## src/hdl/clt_pkg.sv

```systemverilog
// Shared constants for the CAN and LIN transceiver control logic
package clt_pkg;

    // ------------------------------------------------------------
    // Clock and timing
    // ------------------------------------------------------------
    localparam int unsigned CLK_HZ          = 10_000_000;   // Reference clock rate
    localparam int unsigned LIN_TO_US       = 5_000;        // LIN dominant timeout, 5.0 ms
    localparam int unsigned LIN_TO_CYC      = (LIN_TO_US * (CLK_HZ / 1_000_000)); // Cycles
    localparam int unsigned CAN_TO_US       = 1_000;        // CAN dominant timeout, plain default
    localparam int unsigned CAN_TO_CYC      = (CAN_TO_US * (CLK_HZ / 1_000_000)); // Cycles
    localparam int unsigned TO_W            = 24;           // Timeout counter width

    // ------------------------------------------------------------
    // LIN baud rates in bit/s
    // ------------------------------------------------------------
    localparam int unsigned LIN_BAUD_SLOW   = 10_000;       // Slow rate
    localparam int unsigned LIN_BAUD_NORM   = 20_000;       // Normal rate
    localparam int unsigned LIN_BAUD_FAST   = 100_000;      // Flash / diagnostic rate

    // LIN rate selection code
    typedef enum logic [1:0] {
        CLT_BAUD_NORM = 2'h0,
        CLT_BAUD_SLOW = 2'h1,
        CLT_BAUD_FAST = 2'h3
    } clt_baud_t;

    // Driver guard states (Gray along idle, drive, tripped)
    typedef enum logic [1:0] {
        CLT_IDLE  = 2'h0,
        CLT_DRIVE = 2'h1,
        CLT_TRIP  = 2'h3
    } clt_guard_t;

    localparam logic [TO_W-1:0] CNT_ZERO = 24'h00_0000;     // Counter reset value
    localparam logic [TO_W-1:0] CNT_ONE  = 24'h00_0001;     // Counter step

    // Synchroniser reset: both transmits recessive, buses recessive, mode normal
    localparam logic [4:0]      SYNC_IDLE = 5'h03;

endpackage : clt_pkg

```

## src/hdl/clt_guard.sv

```systemverilog
// Dominant timeout guard for one transmit line
`timescale 1ns/1ps
module clt_guard #(
    parameter logic [clt_pkg::TO_W-1:0] LIMIT = 24'h00_0010   // Dominant cycles allowed
) (
    // Clock and reset
    input  wire logic i_ref_clk,
    input  wire logic i_rstn,
    input  wire logic i_ce,
    // Control
    input  wire logic i_enable,     // Normal mode
    input  wire logic i_tx_dom,     // Synchronised transmit is dominant
    // Result
    output logic      o_drive,      // Driver may be on
    output logic      o_tripped     // Timeout has tripped
);

    // ------------------------------------------------------------
    // State and counter
    // ------------------------------------------------------------
    clt_pkg::clt_guard_t            state;      // Guard state
    clt_pkg::clt_guard_t            next_state; // Next guard state
    logic [clt_pkg::TO_W-1:0]       cnt;        // Dominant time counter
    logic [clt_pkg::TO_W-1:0]       next_cnt;   // Next counter value
    wire  logic                     at_limit = (cnt >= LIMIT); // Timeout reached

    // Next state: trip holds until transmit goes recessive or enable goes low
    always_comb begin
        next_state = state;
        next_cnt   = cnt;
        case (state)
            clt_pkg::CLT_IDLE: begin
                next_cnt = clt_pkg::CNT_ZERO;
                if (i_enable && i_tx_dom) begin
                    next_state = clt_pkg::CLT_DRIVE;
                    next_cnt   = clt_pkg::CNT_ONE;
                end
            end
            clt_pkg::CLT_DRIVE: begin
                if (!i_enable || !i_tx_dom) begin
                    next_state = clt_pkg::CLT_IDLE;
                    next_cnt   = clt_pkg::CNT_ZERO;
                end else if (at_limit) begin
                    next_state = clt_pkg::CLT_TRIP;
                end else begin
                    next_cnt   = cnt + clt_pkg::CNT_ONE;
                end
            end
            clt_pkg::CLT_TRIP: begin
                if (!i_tx_dom || !i_enable) begin
                    next_state = clt_pkg::CLT_IDLE;
                    next_cnt   = clt_pkg::CNT_ZERO;
                end
            end
            default: begin
                next_state = clt_pkg::CLT_IDLE;
                next_cnt   = clt_pkg::CNT_ZERO;
            end
        endcase
    end

    // State registers, frozen while i_ce low
    always_ff @(posedge i_ref_clk or negedge i_rstn) begin
        if (!i_rstn) begin
            state <= clt_pkg::CLT_IDLE;
            cnt   <= clt_pkg::CNT_ZERO;
        end else if (i_ce) begin
            state <= next_state;
            cnt   <= next_cnt;
        end
    end

    // Drive permitted only in the drive state
    assign o_drive   = (state == clt_pkg::CLT_DRIVE);
    assign o_tripped = (state == clt_pkg::CLT_TRIP);

endmodule : clt_guard

```

## src/hdl/clt_xcvr.sv

```systemverilog
// Control logic for the CAN and LIN transceiver pins
// ------------------------------------------------------------
// ------------------------------------------------------------
`timescale 1ns/1ps
module clt_xcvr #(
    parameter logic [clt_pkg::TO_W-1:0] LIN_TO_CYCLES = clt_pkg::TO_W'(clt_pkg::LIN_TO_CYC),
    parameter logic [clt_pkg::TO_W-1:0] CAN_TO_CYCLES = clt_pkg::TO_W'(clt_pkg::CAN_TO_CYC)
) (
    // Clock, reset, enable
    input  wire logic       i_ref_clk,
    input  wire logic       i_rstn,
    input  wire logic       i_ce,
    // Mode
    input  wire logic       i_low_power_off_mode,   // High: low power off
    input  wire logic [1:0] i_lin_baud_sel,         // LIN rate selection code
    // CAN side
    input  wire logic       i_can_tx,               // Controller transmit, low dominant
    input  wire logic       i_can_bus_dom,          // Bus comparator, high dominant
    output logic            o_can_drv_en,           // CANH and CANL drivers on
    output logic            o_can_bus_pd,           // Weak pulldowns on both lines
    output logic            o_can_rx_o,             // Receive output level
    output logic            o_can_rx_oe,            // Receive output enable
    output logic            o_can_timeout,          // CAN dominant timeout active
    // LIN side
    input  wire logic       i_lin_transmit_input,   // Controller transmit, low dominant
    input  wire logic       i_lin_bus_dom,          // LIN comparator, high dominant
    output logic            o_lin_drv_en,           // LIN low side transistor on
    output logic            o_lin_receive_output,   // LIN receive level
    output logic            o_lin_rx_oe,            // LIN receive output enable
    output logic            o_lin_timeout,          // LIN dominant timeout active
    output logic [16:0]     o_lin_baud              // Selected LIN rate in bit/s
);

    // ------------------------------------------------------------
    // Input synchronisers
    // ------------------------------------------------------------
    logic [4:0] sync1;          // First stage
    logic [4:0] sync2;          // Second stage

    // Two flops on every pin input except i_lin_baud_sel; idle values are recessive
    always_ff @(posedge i_ref_clk or negedge i_rstn) begin
        if (!i_rstn) begin
            sync1 <= clt_pkg::SYNC_IDLE;
            sync2 <= clt_pkg::SYNC_IDLE;
        end else if (i_ce) begin
            sync1 <= {i_low_power_off_mode, i_lin_bus_dom, i_can_bus_dom,
                      i_lin_transmit_input, i_can_tx};
            sync2 <= sync1;
        end
    end

    // Named synchronised signals
    wire logic can_tx_s   = sync2[0];   // Floating reads high through pull-up
    wire logic lin_tx_s   = sync2[1];
    wire logic can_bus_s  = sync2[2];
    wire logic lin_bus_s  = sync2[3];
    wire logic low_power_off_mode_s    = sync2[4];
    wire logic normal     = !low_power_off_mode_s;

    // ------------------------------------------------------------
    // Dominant timeout guards
    // ------------------------------------------------------------
    logic can_ok;               // CAN driver allowed
    logic can_trip;             // CAN trip state
    logic lin_ok;               // LIN driver allowed
    logic lin_trip;             // LIN trip state

    // CAN guard
    clt_guard #(.LIMIT(CAN_TO_CYCLES)) u_can_guard (
        .i_ref_clk (i_ref_clk),
        .i_rstn    (i_rstn),
        .i_ce      (i_ce),
        .i_enable  (normal),
        .i_tx_dom  (!can_tx_s),
        .o_drive   (can_ok),
        .o_tripped (can_trip)
    );

    // LIN guard, 5.0 ms limit
    clt_guard #(.LIMIT(LIN_TO_CYCLES)) u_lin_guard (
        .i_ref_clk (i_ref_clk),
        .i_rstn    (i_rstn),
        .i_ce      (i_ce),
        .i_enable  (normal),
        .i_tx_dom  (!lin_tx_s),
        .o_drive   (lin_ok),
        .o_tripped (lin_trip)
    );

    // ------------------------------------------------------------
    // Rate decode
    // ------------------------------------------------------------
    function automatic logic [16:0] baud_of(input logic [1:0] sel);
        case (sel)
            clt_pkg::CLT_BAUD_SLOW: baud_of = 17'(clt_pkg::LIN_BAUD_SLOW);
            clt_pkg::CLT_BAUD_FAST: baud_of = 17'(clt_pkg::LIN_BAUD_FAST);
            default:                baud_of = 17'(clt_pkg::LIN_BAUD_NORM);
        endcase
    endfunction : baud_of

    // Next output values
    wire logic        next_can_drv = normal && !can_tx_s && can_ok;
    wire logic        next_lin_drv = normal && !lin_tx_s && lin_ok;
    wire logic [16:0] next_baud    = baud_of(i_lin_baud_sel);

    // ------------------------------------------------------------
    // Output registers
    // ------------------------------------------------------------
    // All outputs from flops; low power off releases receive pins
    always_ff @(posedge i_ref_clk or negedge i_rstn) begin
        if (!i_rstn) begin
            o_can_drv_en         <= 1'b0;
            o_can_bus_pd         <= 1'b0;
            o_can_rx_o           <= 1'b1;
            o_can_rx_oe          <= 1'b0;
            o_can_timeout        <= 1'b0;
            o_lin_drv_en         <= 1'b0;
            o_lin_receive_output <= 1'b1;
            o_lin_rx_oe          <= 1'b0;
            o_lin_timeout        <= 1'b0;
            o_lin_baud           <= 17'(clt_pkg::LIN_BAUD_NORM);
        end else if (i_ce) begin
            o_can_drv_en         <= next_can_drv;
            o_can_bus_pd         <= low_power_off_mode_s;
            o_can_rx_o           <= !can_bus_s;
            o_can_rx_oe          <= normal;
            o_can_timeout        <= can_trip;
            o_lin_drv_en         <= next_lin_drv;
            o_lin_receive_output <= !lin_bus_s;
            o_lin_rx_oe          <= normal;
            o_lin_timeout        <= lin_trip;
            o_lin_baud           <= next_baud;
        end
    end

    // ------------------------------------------------------------
    // Checks
    // ------------------------------------------------------------
    property p_can_rec;
        @(posedge i_ref_clk) disable iff (!i_rstn)
        i_ce && can_tx_s |=> !o_can_drv_en;
    endproperty
    a_can_rec: assert property (p_can_rec) else $error("CAN driven while recessive");

    property p_can_trip;
        @(posedge i_ref_clk) disable iff (!i_rstn)
        i_ce && can_trip |=> !o_can_drv_en;
    endproperty
    a_can_trip: assert property (p_can_trip) else $error("CAN driven after trip");

    property p_can_rx;
        @(posedge i_ref_clk) disable iff (!i_rstn)
        i_rstn && i_ce && normal |=> o_can_rx_oe && (o_can_rx_o == !$past(can_bus_s));
    endproperty
    a_can_rx: assert property (p_can_rx) else $error("CAN receive wrong");

    property p_can_off;
        @(posedge i_ref_clk) disable iff (!i_rstn)
        i_ce && low_power_off_mode_s |=> !o_can_rx_oe && !o_can_drv_en && o_can_bus_pd;
    endproperty
    a_can_off: assert property (p_can_off) else $error("CAN not off in low power");

    property p_lin_rec;
        @(posedge i_ref_clk) disable iff (!i_rstn)
        i_ce && (lin_tx_s || low_power_off_mode_s) |=> !o_lin_drv_en;
    endproperty
    a_lin_rec: assert property (p_lin_rec) else $error("LIN driven while recessive");

    property p_lin_trip;
        @(posedge i_ref_clk) disable iff (!i_rstn)
        i_ce && lin_trip |=> !o_lin_drv_en;
    endproperty
    a_lin_trip: assert property (p_lin_trip) else $error("LIN driven after trip");

    property p_lin_rx;
        @(posedge i_ref_clk) disable iff (!i_rstn)
        i_rstn && i_ce |=> (o_lin_rx_oe == !$past(low_power_off_mode_s)) &&
                           (o_lin_receive_output == !$past(lin_bus_s));
    endproperty
    a_lin_rx: assert property (p_lin_rx) else $error("LIN receive wrong");

    property p_hold;
        @(posedge i_ref_clk) disable iff (!i_rstn)
        lin_trip && !lin_tx_s && normal && i_ce |=> lin_trip;
    endproperty
    a_hold: assert property (p_hold) else $error("LIN trip released early");

    // CAN trip must also hold while transmit stays dominant
    property p_can_hold;
        @(posedge i_ref_clk) disable iff (!i_rstn)
        can_trip && !can_tx_s && normal && i_ce |=> can_trip;
    endproperty
    a_can_hold: assert property (p_can_hold) else $error("CAN trip released early");

    // Dominant transmit with guard armed turns drivers on
    property p_can_dom;
        @(posedge i_ref_clk) disable iff (!i_rstn)
        i_ce && normal && !can_tx_s && can_ok |=> o_can_drv_en;
    endproperty
    a_can_dom: assert property (p_can_dom) else $error("CAN not driven while dominant");

    // Pulldowns follow low power off exactly
    property p_can_pd;
        @(posedge i_ref_clk) disable iff (!i_rstn)
        i_rstn && i_ce |=> (o_can_bus_pd == $past(low_power_off_mode_s));
    endproperty
    a_can_pd: assert property (p_can_pd) else $error("CAN pulldown wrong");

    // Low power off keeps LIN transistor off and receive released
    property p_lin_off;
        @(posedge i_ref_clk) disable iff (!i_rstn)
        i_ce && low_power_off_mode_s |=> !o_lin_drv_en && !o_lin_rx_oe;
    endproperty
    a_lin_off: assert property (p_lin_off) else $error("LIN not off in low power");

    // Fast rate code selects the diagnostic rate
    property p_baud_fast;
        @(posedge i_ref_clk) disable iff (!i_rstn)
        i_ce && (i_lin_baud_sel == clt_pkg::CLT_BAUD_FAST) |=>
            (o_lin_baud == 17'(clt_pkg::LIN_BAUD_FAST));
    endproperty
    a_baud_fast: assert property (p_baud_fast) else $error("LIN fast rate wrong");

endmodule : clt_xcvr

```

## config.mk

```make
export PLATFORM = sky130hd
export DESIGN_NAME = clt_xcvr
export DESIGN_NICKNAME = d
export VERILOG_FILES = /design/src/hdl/clt_pkg.sv /design/src/hdl/clt_guard.sv /design/src/hdl/clt_xcvr.sv
export SDC_FILE = /design/constraint.sdc
export NUM_CORES = 1
export LEC_CHECK = 0
export BUFFER_PORTS_ARGS = -buffer_cell sky130_fd_sc_hd__buf_2
export CAP_MARGIN = 20
export CORE_MARGIN = 1.5
export CORE_UTILIZATION = 40
export CTS_BUF_LIST = sky130_fd_sc_hd__clkbuf_8
export DETAILED_ROUTE_END_ITERATION = 10
export MAX_ROUTING_LAYER = met4
export PLACE_DENSITY_LB_ADDON = 0.2
export SLEW_MARGIN = 15
export SYNTH_ARGS = -nofsm -noshare
export SYNTH_HDL_FRONTEND = slang
export SYNTH_SLANG_ARGS = --single-unit
```

## constraint.sdc

```tcl
create_clock -name i_ref_clk -period 2.7 [get_ports i_ref_clk]
set_input_delay 0 -clock i_ref_clk [delete_from_list [all_inputs] [get_ports i_ref_clk]]
set_output_delay 0 -clock i_ref_clk [all_outputs]
set_load 0.03 [all_outputs]
```

==> flow_metrics.py <==
metrics = {
    "status": {
        "outcome": "finished, violations left",
        "violations": "DRC",
    },
    "worst_setup_path": {
        "crit_type": "reg -> reg",
        "crit_required_ps": 2960,
        "cp_slowest_cell": "or4_1",
        "cp_max_fo": 10,
        "cp-end-kind": "flop",
        "cp_cell_sequence": "nor4_1 > nand4_1 > or2_1 > or4_1 > o211ai_1",
        "worstSetupStartpoint": "u_can_guard.cnt[21]",
        "arrival_ps": 2410,
        "worstSetupStartpointType": "flop",
        "critPathBufInv": 0,
        "critPathMaxStageDelay_ps": 540,
        "reg2reg_from": "u_can_guard.cnt[21]",
        "path_delay_family": "simple AND/OR/NAND/NOR gates",
    },
    "yosys": {
        "synth_warnings": 0,
        "yosysSeqAreaShare_pct": 50.6,
        "synth_area_um2": 3680,
        "synth-edff-count": 0,
        "synth_area_leaders": "dfrtp_1, dfstp_2, nand2_1",
        "synth.distinct_cells": 57,
        "ys_ff_latch": 74,
        "synthArstFlopShare_pct": 100,
        "syn_inst": 371,
        "synth.avg_cell_area_um2": 9.92,
        "synth.top_cell.area_share_pct": 44.9,
        "ys.flop_type": "dfrtp_1",
        "yosysTopAreaCell": "dfrtp_1",
    },
    "global_routing": {
        "grt_util_met3_pct": 3.05,
        "grt_remaining_overflow": 0,
        "met1_usage_pct": 23.7,
        "track_usage_pct": 16.5,
        "grt_max_degree": 75,
        "top_usage_layer": "met1",
        "use_met2_pct": 23.0,
        "grt_pass1_wl_um": 12600,
        "grt_pass1_vias": 2615,
        "antenna_found_initial": 0,
    },
    "clock_network": {
        "cts.sinks": 74,
        "ctsLongestPathBuffers": 2,
        "root_buffer": "clkbuf_8",
        "htreeDepth": 3,
        "post_cts_resized": 0,
        "cts_tree": "yes",
        "post_cts_buffers": 0,
        "path_clk_slew_ps": 80,
        "insertion_delay_ps": 350,
        "cts_made_buffers": 9,
    },
    "sta": {
        "fin_crit_ps": 2150,
        "clock.fmax_mhz": 464,
        "worst_pin_slew_ps": 918,
        "hold_viol_final": 0,
        "drv_slew": 0,
        "tns_ps": 0,
        "max_slew_margin_pct": 38.8,
        "rsz0062_at_grt": "no",
        "finalCritPeriodShare_pct": 79.8,
        "fin_ws_ps": 546,
        "finalClockSkew_ps": 10.6,
        "setup_viol": 0,
    },
    "routing": {
        "drt_iter0_markers": 210,
        "drcViolationCount": 6,
        "post_drt_wl_per_cell_um": 14.3,
        "route.vias.total": 2745,
        "dr.pass1.iters": 8,
        "via_per_inst": 5.39,
        "wl_um": 7250,
        "ant_nets": 0,
    },
    "die": {
        "design.core.area_um2": 8810,
        "die_h_um": 98.9,
        "rows": 34,
        "initial_core_util_pct": 41.8,
        "die_w_um": 98.9,
        "dieArea_um2": 9780,
        "io_pins": 36,
    },
    "placed_design": {
        "place_ws_ps": 573,
        "dp_hpwl_um": 4720,
        "placed_cell_area_um2": 3830,
        "portBuffers": 27,
        "place.gp.congestion": 0.808,
    },
    "layout": {
        "final_common_cell": "dfrtp_1",
        "nets": 410,
        "areaGrowthSynthToFinish_pct": 13.0,
        "post_route_cells_drive_above_1_share_pct": 19.5,
        "mostFrequentLayoutCells": "dfrtp_1, nand2_1, buf_2",
        "final_area_um2": 4160,
        "diodes": 0,
        "fin_util_pct": 47.2,
    },
    "hold_path": {
        "hold_path.class": "in -> reg",
        "min_from": "i_ce",
    },
    "power": {
        "power.density_nw_per_um2": 616,
        "leakage_uw": 0.00185,
        "vdd_drop_max_uv": 485,
    },
    "run": {
        "cap_violations": 0,
    },
}
==> kinds of logic after synthesis <==
group                      share of synthesized area, %
muxes                                              3.91
and+or+nand+nor                                    24.8
other                                             0.204
AOI/OAI and AO/OA                                  11.5
DFF                                                50.6
adders and majority gates                          1.36
xor gates and xnor gates                           1.19
buffers and inverters                              6.50
==> path summary, 6_finish.rpt <==
path | endpoint | slack, ps | cells past startpoint
worst max-delay path | u_can_guard.cnt[8] | 550 | 5
worst min-delay path | o_lin_drv_en | 110 | 2
worst max register to register | u_can_guard.cnt[8] | 550 | 5
worst min register to register | o_can_rx_o | 430 | 1
max in group asynchronous | u_can_guard.cnt[16] | 1770 | 2
min in group asynchronous | u_lin_guard.cnt[18] | 320 | 2
==> report_power, final <==
group          internal (µW)  total [µW]  leakage [µW]  switching, µW
combinational           98.1         295      0.000750            197
clock                    614        1040      0.000121            425
sequential              1170        1230      0.000977           53.9
==> state kept, by name, summed over array words and instances (netlist names), 2 cells and up <==
name               flops
u_can_guard.state      2
o_lin_baud             4
u_lin_guard.state      2
sync2                  5
u_can_guard.cnt       24
u_lin_guard.cnt       24
sync1                  5
==> worst reg2reg max path, stage by stage (launching register included) <==
cell and delay [ps]:
dfrtp_1 380, nor4_1 410, nand4_1 240, or2_1 400
or4_1 540, o211ai_1 100
==> synthesized netlist by cell type (4+ instances only) <==
library cell / n
o31ai_1: 5
dfrtp_1: 66
inv_1: 18
o211ai_1: 4
nor3_1: 6
nand3_1: 20
ha_1: 4
and2_1: 12
dfstp_2: 8
buf_4: 14
o21ai_0: 18
nor2_1: 24
nand2_1: 33
nand4_1: 9
a21oi_1: 12
nor4_1: 13
nor2b_1: 10
mux2_2: 11
nor4_2: 6
and3_1: 4
xnor2_1: 5
clkbuf_1: 14
or4_1: 5
==> final cells by class <==
cell class | instances | area, µm²
clock inverters | 7 | 119
flip-flops and latches | 74 | 1860
well taps | 108 | 135
multi-input cells | 254 | 1600
fillers | 826 | 4650
repair buffers | 39 | 248
inverters | 18 | 67.6
clock buffers | 9 | 124
==> repair_timing <==
item,in CTS,in global routing
hold buffers,8,0
setup endpoints to repair,0,0
endpoints found under the hold margin,75,0
==> metrics by stage <==
| step | hold slack, ps | power (µW) | std cells |
|---|---|---|---|
| 6_report | 114 | 2560 | 509 |
| 5_1_grt | 153 | 2670 | 509 |
| 4_1_cts | 105 | 2600 | 509 |
| 3_5_place_dp | 201 | 1540 | 485 |
| 3_3_place_gp | 199 | 1530 | 485 |
| 2_1_floorplan | -296 | 1460 | 377 |
==> routing by layer <==
| layer | part of all wire [%] | wire [µm] |
|---|---|---|
| met1 | 52 | 3740 |
| met2 | 42 | 3030 |
| met3 | 4.8 | 349 |
| met4 | 1.8 | 131 |
| met5 | 0 | 0 |
Power figures use the tool's default switching activity.
